===== src/inc/vhm_consts.svh =====
`ifndef VHM_CONSTS_SVH
`define VHM_CONSTS_SVH
// ****************************************
// register offsets
// ****************************************
`define VHM_OFS_ENC_SEL 16'h1412
`define VHM_OFS_MEAS_SPD 16'h1e10
`define VHM_OFS_GEN_SPD 16'h1f0c
`define VHM_OFS_TGT_VEL 16'h2402
`define VHM_OFS_ACCEL 16'h3000
`define VHM_OFS_DECEL 16'h3002
`define VHM_OFS_CEIL 16'h3004
`define VHM_OFS_HM_METHOD 16'h3006
`define VHM_OFS_HM_DIST 16'h3008
`define VHM_OFS_HM_OFFSET 16'h300a
`define VHM_OFS_SET_POS 16'h300c
`define VHM_OFS_ACT_POS 16'h300e
// ****************************************
// reset values and limits
// ****************************************
`define VHM_ENC_SEL_RST 16'h0000
`define VHM_ENC_UNDEF 16'h0000
`define VHM_ENC_POS_ONLY 16'h0002
`define VHM_ENC_ROT_MON 16'h0003
`define VHM_VEL_MAX 32'sd3000
`define VHM_VEL_MIN -32'sd3000
`define VHM_CEIL_RST 32'h00000bb8
`define VHM_ACCEL_RST 32'h00000001
`define VHM_HM_DIST_RST 32'h00000010
// ****************************************
// control word fields
// ****************************************
`define VHM_DC_ENABLE 0
`define VHM_DC_HALT 1
`define VHM_DC_START 2
`define VHM_DC_SETPOS 3
`define VHM_MC_MODE_LO 0
`define VHM_MC_MODE_HI 1
`endif


===== src/inc/vhm_pkg.sv =====
package vhm_pkg;
  typedef enum logic [1:0] {
    VHM_MODE_IDLE = 2'b00,
    VHM_MODE_VEL = 2'b01,
    VHM_MODE_HOME = 2'b10
  } vhm_mode_e;
  typedef enum logic [2:0] {
    VHM_HS_IDLE = 3'b000,
    VHM_HS_SEEK = 3'b001,
    VHM_HS_TRAVEL = 3'b010,
    VHM_HS_INDEX = 3'b011,
    VHM_HS_DONE = 3'b100,
    VHM_HS_FAIL = 3'b101
  } vhm_hstate_e;
  typedef struct packed {
    logic [15:0] addr;
    logic [31:0] wdata;
    logic wr;
  } vhm_reg_req_s;
  typedef struct packed {
    logic neg_limit;
    logic pos_limit;
    logic ref_sw;
    logic index_pulse;
    logic fault;
  } vhm_axis_s;
endpackage : vhm_pkg


===== src/vhm_param_mem.sv =====
`timescale 1ns/10ps
`include "vhm_consts.svh"
// ****************************************
// motion parameter store, registered read
// ****************************************
module vhm_param_mem
  import vhm_pkg::*;
(
  input wire logic sys_clk,
  input wire logic reset_n,
  input wire logic wr_en,
  input wire logic [2:0] wr_idx,
  input wire logic [31:0] wr_data,
  input wire logic [2:0] rd_idx,
  output logic [31:0] rd_data,
  output logic [31:0] accel,
  output logic [31:0] decel,
  output logic [31:0] ceil,
  output logic [31:0] hm_dist,
  output logic [31:0] hm_offset
);
  logic [31:0] mem_ff [0:7];
  logic [31:0] nxt_mem [0:7];
  logic [31:0] rd_ff;
  genvar gi;
  generate
    for (gi = 0; gi < 8; gi++) begin : g_word
      always_comb begin
        nxt_mem[gi] = mem_ff[gi];
        if (wr_en && wr_idx == 3'(gi)) begin
          nxt_mem[gi] = wr_data;
        end
      end
      always_ff @(posedge sys_clk or negedge reset_n) begin
        if (!reset_n) begin
          mem_ff[gi] <= (gi == 2) ? `VHM_CEIL_RST :
                        (gi == 3) ? `VHM_HM_DIST_RST :
                        (gi < 2) ? `VHM_ACCEL_RST : 32'h0;
        end else begin
          mem_ff[gi] <= nxt_mem[gi];
        end
      end
    end
  endgenerate
  always_ff @(posedge sys_clk or negedge reset_n) begin
    if (!reset_n) begin
      rd_ff <= 32'h0;
    end else begin
      rd_ff <= nxt_mem[rd_idx];
    end
  end
  assign rd_data = rd_ff;
  assign accel = mem_ff[0];
  assign decel = mem_ff[1];
  assign ceil = mem_ff[2];
  assign hm_dist = mem_ff[3];
  assign hm_offset = mem_ff[4];
endmodule : vhm_param_mem


===== src/vhm_ramp.sv =====
`timescale 1ns/10ps
// ****************************************
// velocity ramp generator
// ****************************************
module vhm_ramp
  import vhm_pkg::*;
(
  input wire logic sys_clk,
  input wire logic reset_n,
  input wire logic signed [31:0] target,
  input wire logic [31:0] accel,
  input wire logic [31:0] decel,
  output logic signed [31:0] speed
);
  logic signed [31:0] speed_ff;
  logic signed [31:0] nxt_speed;
  logic signed [32:0] diff;
  logic signed [32:0] step;
  logic speeding_up;
  always_comb begin
    diff = 33'(target) - 33'(speed_ff);
    // steps with the sign of the target (zero counts as positive) use accel, other steps use decel
    speeding_up = (target >= 0) ? (diff > 0) : (diff < 0);
    step = speeding_up ? $signed({1'b0, accel}) : $signed({1'b0, decel});
    if (diff > step) begin
      nxt_speed = 32'(33'(speed_ff) + step);
    end else if (diff < -step) begin
      nxt_speed = 32'(33'(speed_ff) - step);
    end else begin
      nxt_speed = target;
    end
  end
  always_ff @(posedge sys_clk or negedge reset_n) begin
    if (!reset_n) begin
      speed_ff <= 32'sh0;
    end else begin
      speed_ff <= nxt_speed;
    end
  end
  assign speed = speed_ff;
endmodule : vhm_ramp


===== src/vhm_ctrl.sv =====
`timescale 1ns/10ps
`include "vhm_consts.svh"
module vhm_ctrl
  import vhm_pkg::*;
(
  input wire logic sys_clk,
  input wire logic reset_n,
  input wire vhm_reg_req_s reg_req,
  output logic [31:0] reg_rdata,
  input wire logic [15:0] process_word_two,
  input wire logic process_word_two_valid,
  input wire logic [15:0] drive_control_word,
  input wire logic [15:0] mode_control_word,
  output logic [15:0] drive_status_word,
  output logic [15:0] mode_status_word,
  input wire vhm_axis_s axis,
  input wire logic signed [15:0] encoder_speed,
  input wire logic signed [31:0] encoder_position,
  output logic signed [31:0] speed_command,
  output logic encoder_temp_monitor_en,
  output logic rotation_monitor_en
);
  // ****************************************
  // register decode
  // ****************************************
  function automatic logic [3:0] reg_index(input logic [15:0] a);
    case (a)
      `VHM_OFS_ACCEL: reg_index = 4'h0;
      `VHM_OFS_DECEL: reg_index = 4'h1;
      `VHM_OFS_CEIL: reg_index = 4'h2;
      `VHM_OFS_HM_DIST: reg_index = 4'h3;
      `VHM_OFS_HM_OFFSET: reg_index = 4'h4;
      `VHM_OFS_ENC_SEL: reg_index = 4'h8;
      `VHM_OFS_MEAS_SPD: reg_index = 4'h9;
      `VHM_OFS_GEN_SPD: reg_index = 4'ha;
      `VHM_OFS_TGT_VEL: reg_index = 4'hb;
      `VHM_OFS_HM_METHOD: reg_index = 4'hc;
      `VHM_OFS_SET_POS: reg_index = 4'hd;
      `VHM_OFS_ACT_POS: reg_index = 4'he;
      default: reg_index = 4'hf;
    endcase
  endfunction : reg_index

  function automatic logic signed [31:0] clamp(input logic signed [31:0] v,
                                               input logic signed [31:0] c);
    logic signed [31:0] lim;
    lim = (c < `VHM_VEL_MAX) ? c : `VHM_VEL_MAX;
    if (v > lim) begin
      clamp = lim;
    end else if (v < -lim) begin
      clamp = -lim;
    end else begin
      clamp = v;
    end
  endfunction : clamp

  logic [3:0] wr_idx;
  logic [3:0] rd_idx;
  logic [31:0] mem_rdata;
  logic [31:0] accel;
  logic [31:0] decel;
  logic [31:0] ceil;
  logic [31:0] hm_dist;
  logic [31:0] hm_offset;
  logic signed [31:0] gen_speed;

  assign wr_idx = reg_index(reg_req.addr);
  assign rd_idx = reg_index(reg_req.addr);

  vhm_param_mem u_mem (
    .sys_clk(sys_clk),
    .reset_n(reset_n),
    .wr_en(reg_req.wr && !wr_idx[3]),
    .wr_idx(wr_idx[2:0]),
    .wr_data(reg_req.wdata),
    .rd_idx(rd_idx[2:0]),
    .rd_data(mem_rdata),
    .accel(accel),
    .decel(decel),
    .ceil(ceil),
    .hm_dist(hm_dist),
    .hm_offset(hm_offset)
  );

  // ****************************************
  // mode, target and homing state
  // ****************************************
  vhm_mode_e mode_ff, nxt_mode;
  vhm_hstate_e hs_ff, nxt_hs;
  logic [15:0] enc_sel_ff, nxt_enc_sel;
  logic [1:0] method_ff, nxt_method;
  logic signed [31:0] target_ff, nxt_target;
  logic signed [31:0] setpos_ff, nxt_setpos;
  logic signed [31:0] pos_ff, nxt_pos;
  logic signed [31:0] travel_ff, nxt_travel;
  logic ref_valid_ff, nxt_ref_valid;
  logic rd_sel_ff, nxt_rd_sel;
  logic [31:0] rd_local_ff, nxt_rd_local;
  logic [1:0] req_mode;
  logic enabled;
  logic halt;
  logic start;
  logic encoder_on;
  logic sw_hit;
  logic dir_pos;
  logic signed [31:0] home_speed;
  logic signed [31:0] ramp_target;
  logic signed [31:0] speed_abs;

  assign enabled = drive_control_word[`VHM_DC_ENABLE];
  assign halt = drive_control_word[`VHM_DC_HALT];
  assign start = drive_control_word[`VHM_DC_START];
  assign req_mode = mode_control_word[`VHM_MC_MODE_HI:`VHM_MC_MODE_LO];
  assign encoder_on = (enc_sel_ff == `VHM_ENC_POS_ONLY) ||
                      (enc_sel_ff == `VHM_ENC_ROT_MON);
  // methods: 0 neg limit, 1 pos limit, 2 ref neg, 3 ref pos
  assign dir_pos = method_ff[0];
  assign sw_hit = method_ff[1] ? axis.ref_sw :
                  (method_ff[0] ? axis.pos_limit : axis.neg_limit);
  assign home_speed = dir_pos ? 32'sd60 : -32'sd60;

  always_comb begin
    nxt_enc_sel = enc_sel_ff;
    nxt_method = method_ff;
    nxt_target = target_ff;
    nxt_setpos = setpos_ff;
    if (reg_req.wr) begin
      case (wr_idx)
        4'h8: nxt_enc_sel = reg_req.wdata[15:0];
        4'hb: nxt_target = clamp($signed(reg_req.wdata), $signed(ceil));
        4'hc: nxt_method = reg_req.wdata[1:0];
        4'hd: nxt_setpos = $signed(reg_req.wdata);
        default: nxt_method = method_ff;
      endcase
    end
    if (process_word_two_valid) begin
      nxt_target = clamp(32'($signed(process_word_two)), $signed(ceil));
    end
  end

  always_comb begin
    nxt_mode = mode_ff;
    nxt_hs = hs_ff;
    nxt_travel = travel_ff;
    nxt_ref_valid = ref_valid_ff;
    nxt_pos = pos_ff + 32'(gen_speed >>> 4);
    if (drive_control_word[`VHM_DC_SETPOS] && hs_ff != VHM_HS_SEEK &&
        hs_ff != VHM_HS_TRAVEL && hs_ff != VHM_HS_INDEX) begin
      nxt_pos = setpos_ff;
      nxt_ref_valid = 1'b1;
    end
    if (!enabled && !encoder_on) begin
      nxt_ref_valid = 1'b0;
    end
    case (hs_ff)
      VHM_HS_IDLE, VHM_HS_DONE, VHM_HS_FAIL: begin
        if (!enabled) begin
          nxt_mode = VHM_MODE_IDLE;
        end else if (start && req_mode == 2'h2) begin
          nxt_mode = VHM_MODE_HOME;
          nxt_hs = VHM_HS_SEEK;
          nxt_ref_valid = 1'b0;
        end else if (start && req_mode == 2'h1) begin
          nxt_mode = VHM_MODE_VEL;
          nxt_hs = VHM_HS_IDLE;
        end
      end
      VHM_HS_SEEK: begin
        if (sw_hit) begin
          nxt_travel = 32'sh0;
          nxt_hs = mode_control_word[2] ? VHM_HS_INDEX : VHM_HS_TRAVEL;
        end
      end
      VHM_HS_TRAVEL: begin
        nxt_travel = travel_ff + 32'sh1;
        // the entry cycle counts, so travel lasts exactly hm_dist cycles
        if (travel_ff + 32'sh1 >= $signed(hm_dist)) begin
          nxt_hs = VHM_HS_DONE;
        end
      end
      VHM_HS_INDEX: begin
        if (!encoder_on) begin
          nxt_hs = VHM_HS_FAIL;
        end else if (axis.index_pulse) begin
          nxt_hs = VHM_HS_DONE;
        end
      end
      default: nxt_hs = VHM_HS_IDLE;
    endcase
    if (hs_ff == VHM_HS_SEEK || hs_ff == VHM_HS_TRAVEL || hs_ff == VHM_HS_INDEX) begin
      if (axis.fault || !enabled || (halt && gen_speed == 32'sh0)) begin
        nxt_hs = VHM_HS_FAIL;
        nxt_mode = VHM_MODE_IDLE;
      end else if (nxt_hs == VHM_HS_DONE) begin
        nxt_pos = $signed(hm_offset);
        nxt_ref_valid = 1'b1;
        nxt_mode = VHM_MODE_IDLE;
      end
    end
  end

  always_comb begin
    nxt_rd_sel = !rd_idx[3];
    case (rd_idx)
      4'h8: nxt_rd_local = {16'h0, enc_sel_ff};
      4'h9: nxt_rd_local = {{16{speed_abs[15]}}, speed_abs[15:0]};
      4'ha: nxt_rd_local = gen_speed;
      4'hb: nxt_rd_local = target_ff;
      4'hc: nxt_rd_local = {30'h0, method_ff};
      4'hd: nxt_rd_local = setpos_ff;
      4'he: nxt_rd_local = encoder_on ? encoder_position : pos_ff;
      default: nxt_rd_local = 32'h0;
    endcase
  end

  always_ff @(posedge sys_clk or negedge reset_n) begin
    if (!reset_n) begin
      mode_ff <= VHM_MODE_IDLE;
      hs_ff <= VHM_HS_IDLE;
      enc_sel_ff <= `VHM_ENC_SEL_RST;
      method_ff <= 2'h0;
      target_ff <= 32'sh0;
      setpos_ff <= 32'sh0;
      pos_ff <= 32'sh0;
      travel_ff <= 32'sh0;
      ref_valid_ff <= 1'b0;
      rd_sel_ff <= 1'b0;
      rd_local_ff <= 32'h0;
    end else begin
      mode_ff <= nxt_mode;
      hs_ff <= nxt_hs;
      enc_sel_ff <= nxt_enc_sel;
      method_ff <= nxt_method;
      target_ff <= nxt_target;
      setpos_ff <= nxt_setpos;
      pos_ff <= nxt_pos;
      travel_ff <= nxt_travel;
      ref_valid_ff <= nxt_ref_valid;
      rd_sel_ff <= nxt_rd_sel;
      rd_local_ff <= nxt_rd_local;
    end
  end

  // ****************************************
  // ramp and outputs
  // ****************************************
  // no position limit check feeds the velocity path
  assign ramp_target = (mode_ff == VHM_MODE_VEL && !halt) ? target_ff :
                       (mode_ff == VHM_MODE_HOME && !halt &&
                        (hs_ff == VHM_HS_SEEK || hs_ff == VHM_HS_TRAVEL ||
                         hs_ff == VHM_HS_INDEX)) ? home_speed : 32'sh0;

  vhm_ramp u_ramp (
    .sys_clk(sys_clk),
    .reset_n(reset_n),
    .target(ramp_target),
    .accel(accel),
    .decel(decel),
    .speed(gen_speed)
  );

  assign speed_abs = encoder_on ? 32'(encoder_speed) : gen_speed;
  assign speed_command = gen_speed;
  assign reg_rdata = rd_sel_ff ? mem_rdata : rd_local_ff;
  assign encoder_temp_monitor_en = encoder_on;
  assign rotation_monitor_en = (enc_sel_ff == `VHM_ENC_ROT_MON);
  assign drive_status_word = {13'h0, (hs_ff == VHM_HS_FAIL), ref_valid_ff, enabled};
  assign mode_status_word = {11'h0, hs_ff, mode_ff};

  // ****************************************
  // checks
  // ****************************************
  AST_HOME_BLOCKS: assert property (@(posedge sys_clk) disable iff (!reset_n)
    (hs_ff == VHM_HS_SEEK && !axis.fault && enabled && !halt && !sw_hit)
      |=> mode_ff == VHM_MODE_HOME)
    else $error("mode changed during homing");
  AST_REF_AFTER_DONE: assert property (@(posedge sys_clk) disable iff (!reset_n)
    $rose(ref_valid_ff) |-> $past(hs_ff) inside {VHM_HS_TRAVEL, VHM_HS_INDEX} ||
      $past(drive_control_word[`VHM_DC_SETPOS]))
    else $error("reference valid without completion");
  AST_FAIL_CLEARS: assert property (@(posedge sys_clk) disable iff (!reset_n)
    $past(axis.fault) && $past(hs_ff) == VHM_HS_SEEK |-> hs_ff == VHM_HS_FAIL)
    else $error("fault did not end homing");
  AST_CLAMP: assert property (@(posedge sys_clk) disable iff (!reset_n)
    target_ff <= 32'sd3000 && target_ff >= -32'sd3000)
    else $error("target beyond range");
  AST_PZD: assert property (@(posedge sys_clk) disable iff (!reset_n)
    process_word_two_valid && $signed(process_word_two) <= $signed(ceil) &&
      $signed(process_word_two) >= -$signed(ceil) &&
      $signed(process_word_two) <= 16'sd3000 && $signed(process_word_two) >= -16'sd3000
      |=> target_ff == 32'($signed($past(process_word_two))))
    else $error("process word not taken");
  AST_TEMP: assert property (@(posedge sys_clk) disable iff (!reset_n)
    encoder_temp_monitor_en == (enc_sel_ff inside {16'h0002, 16'h0003}))
    else $error("temperature monitor wrong");
  AST_RAMP_MOVE: assert property (@(posedge sys_clk) disable iff (!reset_n)
    (mode_ff == VHM_MODE_VEL && !halt && target_ff > gen_speed && accel > 0)
      |=> gen_speed > $past(gen_speed))
    else $error("ramp did not advance");
  AST_SETPOS: assert property (@(posedge sys_clk) disable iff (!reset_n)
    drive_control_word[`VHM_DC_SETPOS] &&
      hs_ff inside {VHM_HS_IDLE, VHM_HS_DONE, VHM_HS_FAIL}
      |=> pos_ff == $past(setpos_ff))
    else $error("position setting failed");
  COV_HOME_DONE: cover property (@(posedge sys_clk) hs_ff == VHM_HS_DONE);
  COV_HOME_FAIL: cover property (@(posedge sys_clk) hs_ff == VHM_HS_FAIL);
  COV_VEL: cover property (@(posedge sys_clk) mode_ff == VHM_MODE_VEL && gen_speed != 0);
endmodule : vhm_ctrl


===== config.mk =====
export PLATFORM = sky130hd
export DESIGN_NAME = vhm_ctrl
export DESIGN_NICKNAME = d
export VERILOG_FILES = /design/src/inc/vhm_pkg.sv /design/src/vhm_param_mem.sv /design/src/vhm_ramp.sv /design/src/vhm_ctrl.sv
export VERILOG_INCLUDE_DIRS = /design/src /design/src/inc
export SDC_FILE = /design/constraint.sdc
export NUM_CORES = 2
export LEC_CHECK = 0
export BUFFER_PORTS_ARGS = -buffer_cell sky130_fd_sc_hd__buf_2
export CAP_MARGIN = 0
export CORE_ASPECT_RATIO = 1.4
export CORE_UTILIZATION = 53
export DETAILED_ROUTE_END_ITERATION = 12
export PLACE_DENSITY = 0.72
export REMOVE_ABC_BUFFERS = 1
export SKIP_LAST_GASP = 1
export SLEW_MARGIN = 5
export SYNTH_ARGS = -nofsm -noshare
export SYNTH_HDL_FRONTEND = slang
export SYNTH_SLANG_ARGS = --single-unit

===== constraint.sdc =====
create_clock -name sys_clk -period 8.2 [get_ports sys_clk]
set_input_delay 1.64 -clock sys_clk [delete_from_list [all_inputs] [get_ports sys_clk]]
set_output_delay 1.64 -clock sys_clk [all_outputs]
set_load 0.005 [all_outputs]

==> metrics.md <==
| Metric | Value |
|---|---|
| Failing checks | `negative setup slack` |
| Period minus WS final | `8.438 ns` |
| Crit path buf inv count | `29` |
| CP peak stage delay | `roughly 0.36 ns` |
| Grt total ovfl | `0` |
| Crit. End Element | `flop` |
| Req. time, crit path | `between 8 and 9 ns` |
| Clock-pin slew on the worst setup and hold paths | `about 0.070 ns` |
| Finished Core Util | `between 60% and 70%` |
| First-pass GRT wire length | `214600 um` |
| DRT Wirelength | `roughly 140000 um` |
| Yosys cell types | `slightly below 100` |
| Synth Area per Inst | `approximately 8.6 um2` |
| Crit path max fanout | `7` |
| DR iter-0 viols | `around 3600` |
| Post-Syn Area | `between 30000 and 40000 um2` |
| Row count | `between 100 and 150` |
| Worst-Skew Late Latency | `0.65 ns` |
| Unrepaired setup endpoints after global routing | `true` |
| GR Util met2 | `about three fifths` |
| Type of the worst setup path | `in2reg` |
| Status | `complete, but fails checks` |
| GP Congestion | `between 1 and 1.5` |
| Post-route ant nets | `0` |
| Final period utilization | `102.9%` |
| Layout cells sized above 1 | `roughly a quarter` |
| Total power | `about 15 mW` |
| CP arrival | `9.00 ns` |
| Number of global-route vias before repair | `37193` |
| CTS tree | `done` |
| Clock Sinks | `~510` |
| Ranking of synthesized cells by area | `dfrtp_1, ha_1, mux2_2` |
| Final Hold Vio Count | `0` |
| GR Layer Usage met3 | `5.827%` |
| Async SR Flop Fraction | `100.0%` |
| Yosys Warn Count | `0` |
| Post-synth top area share | `31.73%` |
| Initial Utilization | `between 50% and 60%` |
| Fin Clk Skew | `around 0.047 ns` |
| Sequential area share after synthesis | `about 32%` |
| Leading area contributor after synthesis | `dfrtp_1` |
| Die Y | `between 300 and 400 um` |
| Critical path's top delay family | `buffers and inverters` |
| Nature of the critical path startpoint | `primary input` |
| Die area | `between 70000 and 80000 um2` |
| PD cells | `around 330 nW/um2` |
| Slew Viols, Final | `0` |
| Filler cells | `roughly 6000` |
| Core area | `slightly above 70000 um2` |
| Leak | `between 20 and 25 nW` |
| Nets@finish | `5540` |
| Slew HR | `between 10% and 20%` |
| Hold slack | `~0.38 ns` |
| Drt wl/cell | `roughly 24 um` |
| GRT Resource Usage Total | `37.60%` |
| Top Usage Layer GRT | `met2` |
| Vias per cell | `6.280` |
| H-tree depth | `2` |
| CTS root buf | `clkbuf_16` |
| Die W | `approximately 230 um` |
| Drt drc | `0` |
| Final setup viols | `31` |
| CTS buffer count | `51` |
| IO buf count | `between 200 and 250` |
| Top FF cell, synth | `dfrtp_1` |
| Largest net degree at the start of global routing | `approximately 180` |
| Class of the worst hold path | `reg2reg` |
| Setup TNS | `-5.848 ns` |
| DRT Pass-1 Iters | `6` |
| Final WS setup | `-0.2375 ns` |
| Number of antenna violations at the first check in global routing | `6` |
| Slew at the pin closest to its max-slew limit | `1.208 ns` |
| Maximum VDD drop | `around 0.47 mV` |
| Post-Syn Instances | `4546` |
| EDFF count, synth | `0` |
| # IOs | `about 250` |
| Clk buf depth | `3` |
| GRT met1 Usage | `a little under half` |
| Post-synthesis register bit count | `a little over 500` |
| Area delta synth->final | `21.06%` |
| Post-DP HPWL | `between 100000 and 150000 um` |
| Vias | `about 38000` |
| CP most frequent cell | `buf_4` |
| Slowest cell on crit path | `fa_2` |
| Achievable Freq | `118.5 MHz` |
| Maximum capacitance violations | `0` |
==> cell usage after synthesis, drive strengths merged, types with 11 or more instances <==
cell     number
o2111ai      15
a221o        15
and3         25
nand2b       53
a22o         19
clkbuf      320
nor4         38
o221ai       11
o21a         32
o22ai        18
o211ai       47
or4          16
o31ai        25
and2         16
dfrtp       495
o21bai       24
a31oi        31
or3          29
mux2        249
a22oi        41
nand2       535
buf          48
a21boi       15
a222oi       15
inv         181
xnor2        86
nor3         87
nand3        89
ha          351
nor2b        54
a21o        129
or2          17
nor2        310
a211oi       68
xor2         48
a221oi       14
o21ai       278
mux2i       122
a21oi       377
nand4        65
==> layout make-up <==
class | count | area (um2) | share of cell area (%)
antenna | 6 | 15.01 | 0.03177
clock buffer | 59 | 1368 | 2.894
clock inverter | 37 | 508.0 | 1.075
inverter | 182 | 683.2 | 1.446
multi-input combinational | 3514 | 25100 | 53.11
sequential | 505 | 12650 | 26.77
tap | 952 | 1191 | 2.521
timing repair buffer | 778 | 5741 | 12.15
==> layout by cell type (no fill, tap or decap), types with 25 or more instances in the layout <==
master	instances
buf_4	543
nand2_1	522
dfrtp_1	494
a21oi_1	356
ha_1	338
nor2_1	301
o21ai_0	248
buf_2	199
mux2_2	194
inv_1	165
a21o_1	129
mux2i_1	109
nand3_1	85
xnor2_1	84
nor3_1	81
nand4_1	65
a211oi_1	62
mux2_1	54
nand2b_1	53
nor2b_1	53
clkbuf_16	52
o211ai_1	47
xor2_1	47
a22oi_1	40
o21a_1	32
nor4_1	31
or3_1	29
a31oi_1	28
and3_1	25
==> sequential cells by signal, indices dropped and copies added, names as in the netlist <==
| register | cells |
|---|---|
| u_mem.mem_ff | 96 |
| u_mem.decel | 32 |
| ref_valid_ff | 1 |
| travel_ff | 32 |
| rd_local_ff | 32 |
| hs_ff | 3 |
| u_mem.rd_data | 32 |
| u_mem.hm_dist | 32 |
| enc_sel_ff | 16 |
| u_mem.accel | 32 |
| target_ff | 32 |
| setpos_ff | 32 |
| method_ff | 2 |
| rd_sel_ff | 1 |
| pos_ff | 32 |
| u_mem.hm_offset | 32 |
| u_mem.ceil | 32 |
| mode_ff | 2 |
| u_ramp.speed | 32 |
==> kinds of logic after synthesis <==
kind of cell / synth area share (%)
and+or+nand+nor: 16.62
AOI/OAI and AO/OA: 20.48
buffers and inverters: 5.609
DFF: 32.41
muxes: 10.41
adders and majority gates: 11.46
xor gates and xnor gates: 3.007
other: 0.009607
==> path summary, 6_finish.rpt <==
path / start / to / slack (ns) / depth (start not counted)
max in group asynchronous: reset_n / target_ff[26]$_DFFE_PN0P_ / 5.65 / 2
min: u_mem.mem_ff[93]$_DFF_PN0_ / u_mem.mem_ff[93]$_DFF_PN0_ / 0.38 / 0
min in group asynchronous: reset_n / u_mem.mem_ff[2]$_DFF_PN0_ / 1.05 / 1
max reg2reg: mode_ff[0]$_DFF_PN0_ / u_ramp.speed[30]$_DFF_PN0_ / 0.12 / 49
max: drive_control_word[1] / u_ramp.speed[30]$_DFF_PN0_ / -0.24 / 50
min reg2reg: u_mem.mem_ff[93]$_DFF_PN0_ / u_mem.mem_ff[93]$_DFF_PN0_ / 0.38 / 0
==> routing by layer <==
metal  vias to the layer above  wire, um  part of all wire [%]
li1                      17331         -                     -
met1                     18276     54720                    38
met2                      1796     66040                    46
met3                       482     11170                   7.8
met4                         2     10680                   7.5
met5                         -        14                0.0098
==> per-stage QoR <==
step                      worst slack, ns  instances  cell area [um2]
after floorplan                    -6.390       4201            37610
after global placement             -1.235       5876            44080
final                             -0.2375       6033            47250
after detailed placement           -1.368       5876            44080
after CTS                         -0.1595       6016            46820
after global routing              -0.5319       6031            47250
==> where the power goes <==
part,internal [mW],switching (mW),total [mW]
logic,4.71,5.14,9.85
clock network,1.51,1.15,2.66
registers,2.70,0.216,2.92
==> repair_timing <==
action,CTS,global route
setup endpoints to repair,35,64
resized for setup,101,69
hold buffers,0,0
setup buffers,41,13
pin swaps,40,52
cloned,5,0
Power figures use the tool's default switching activity.
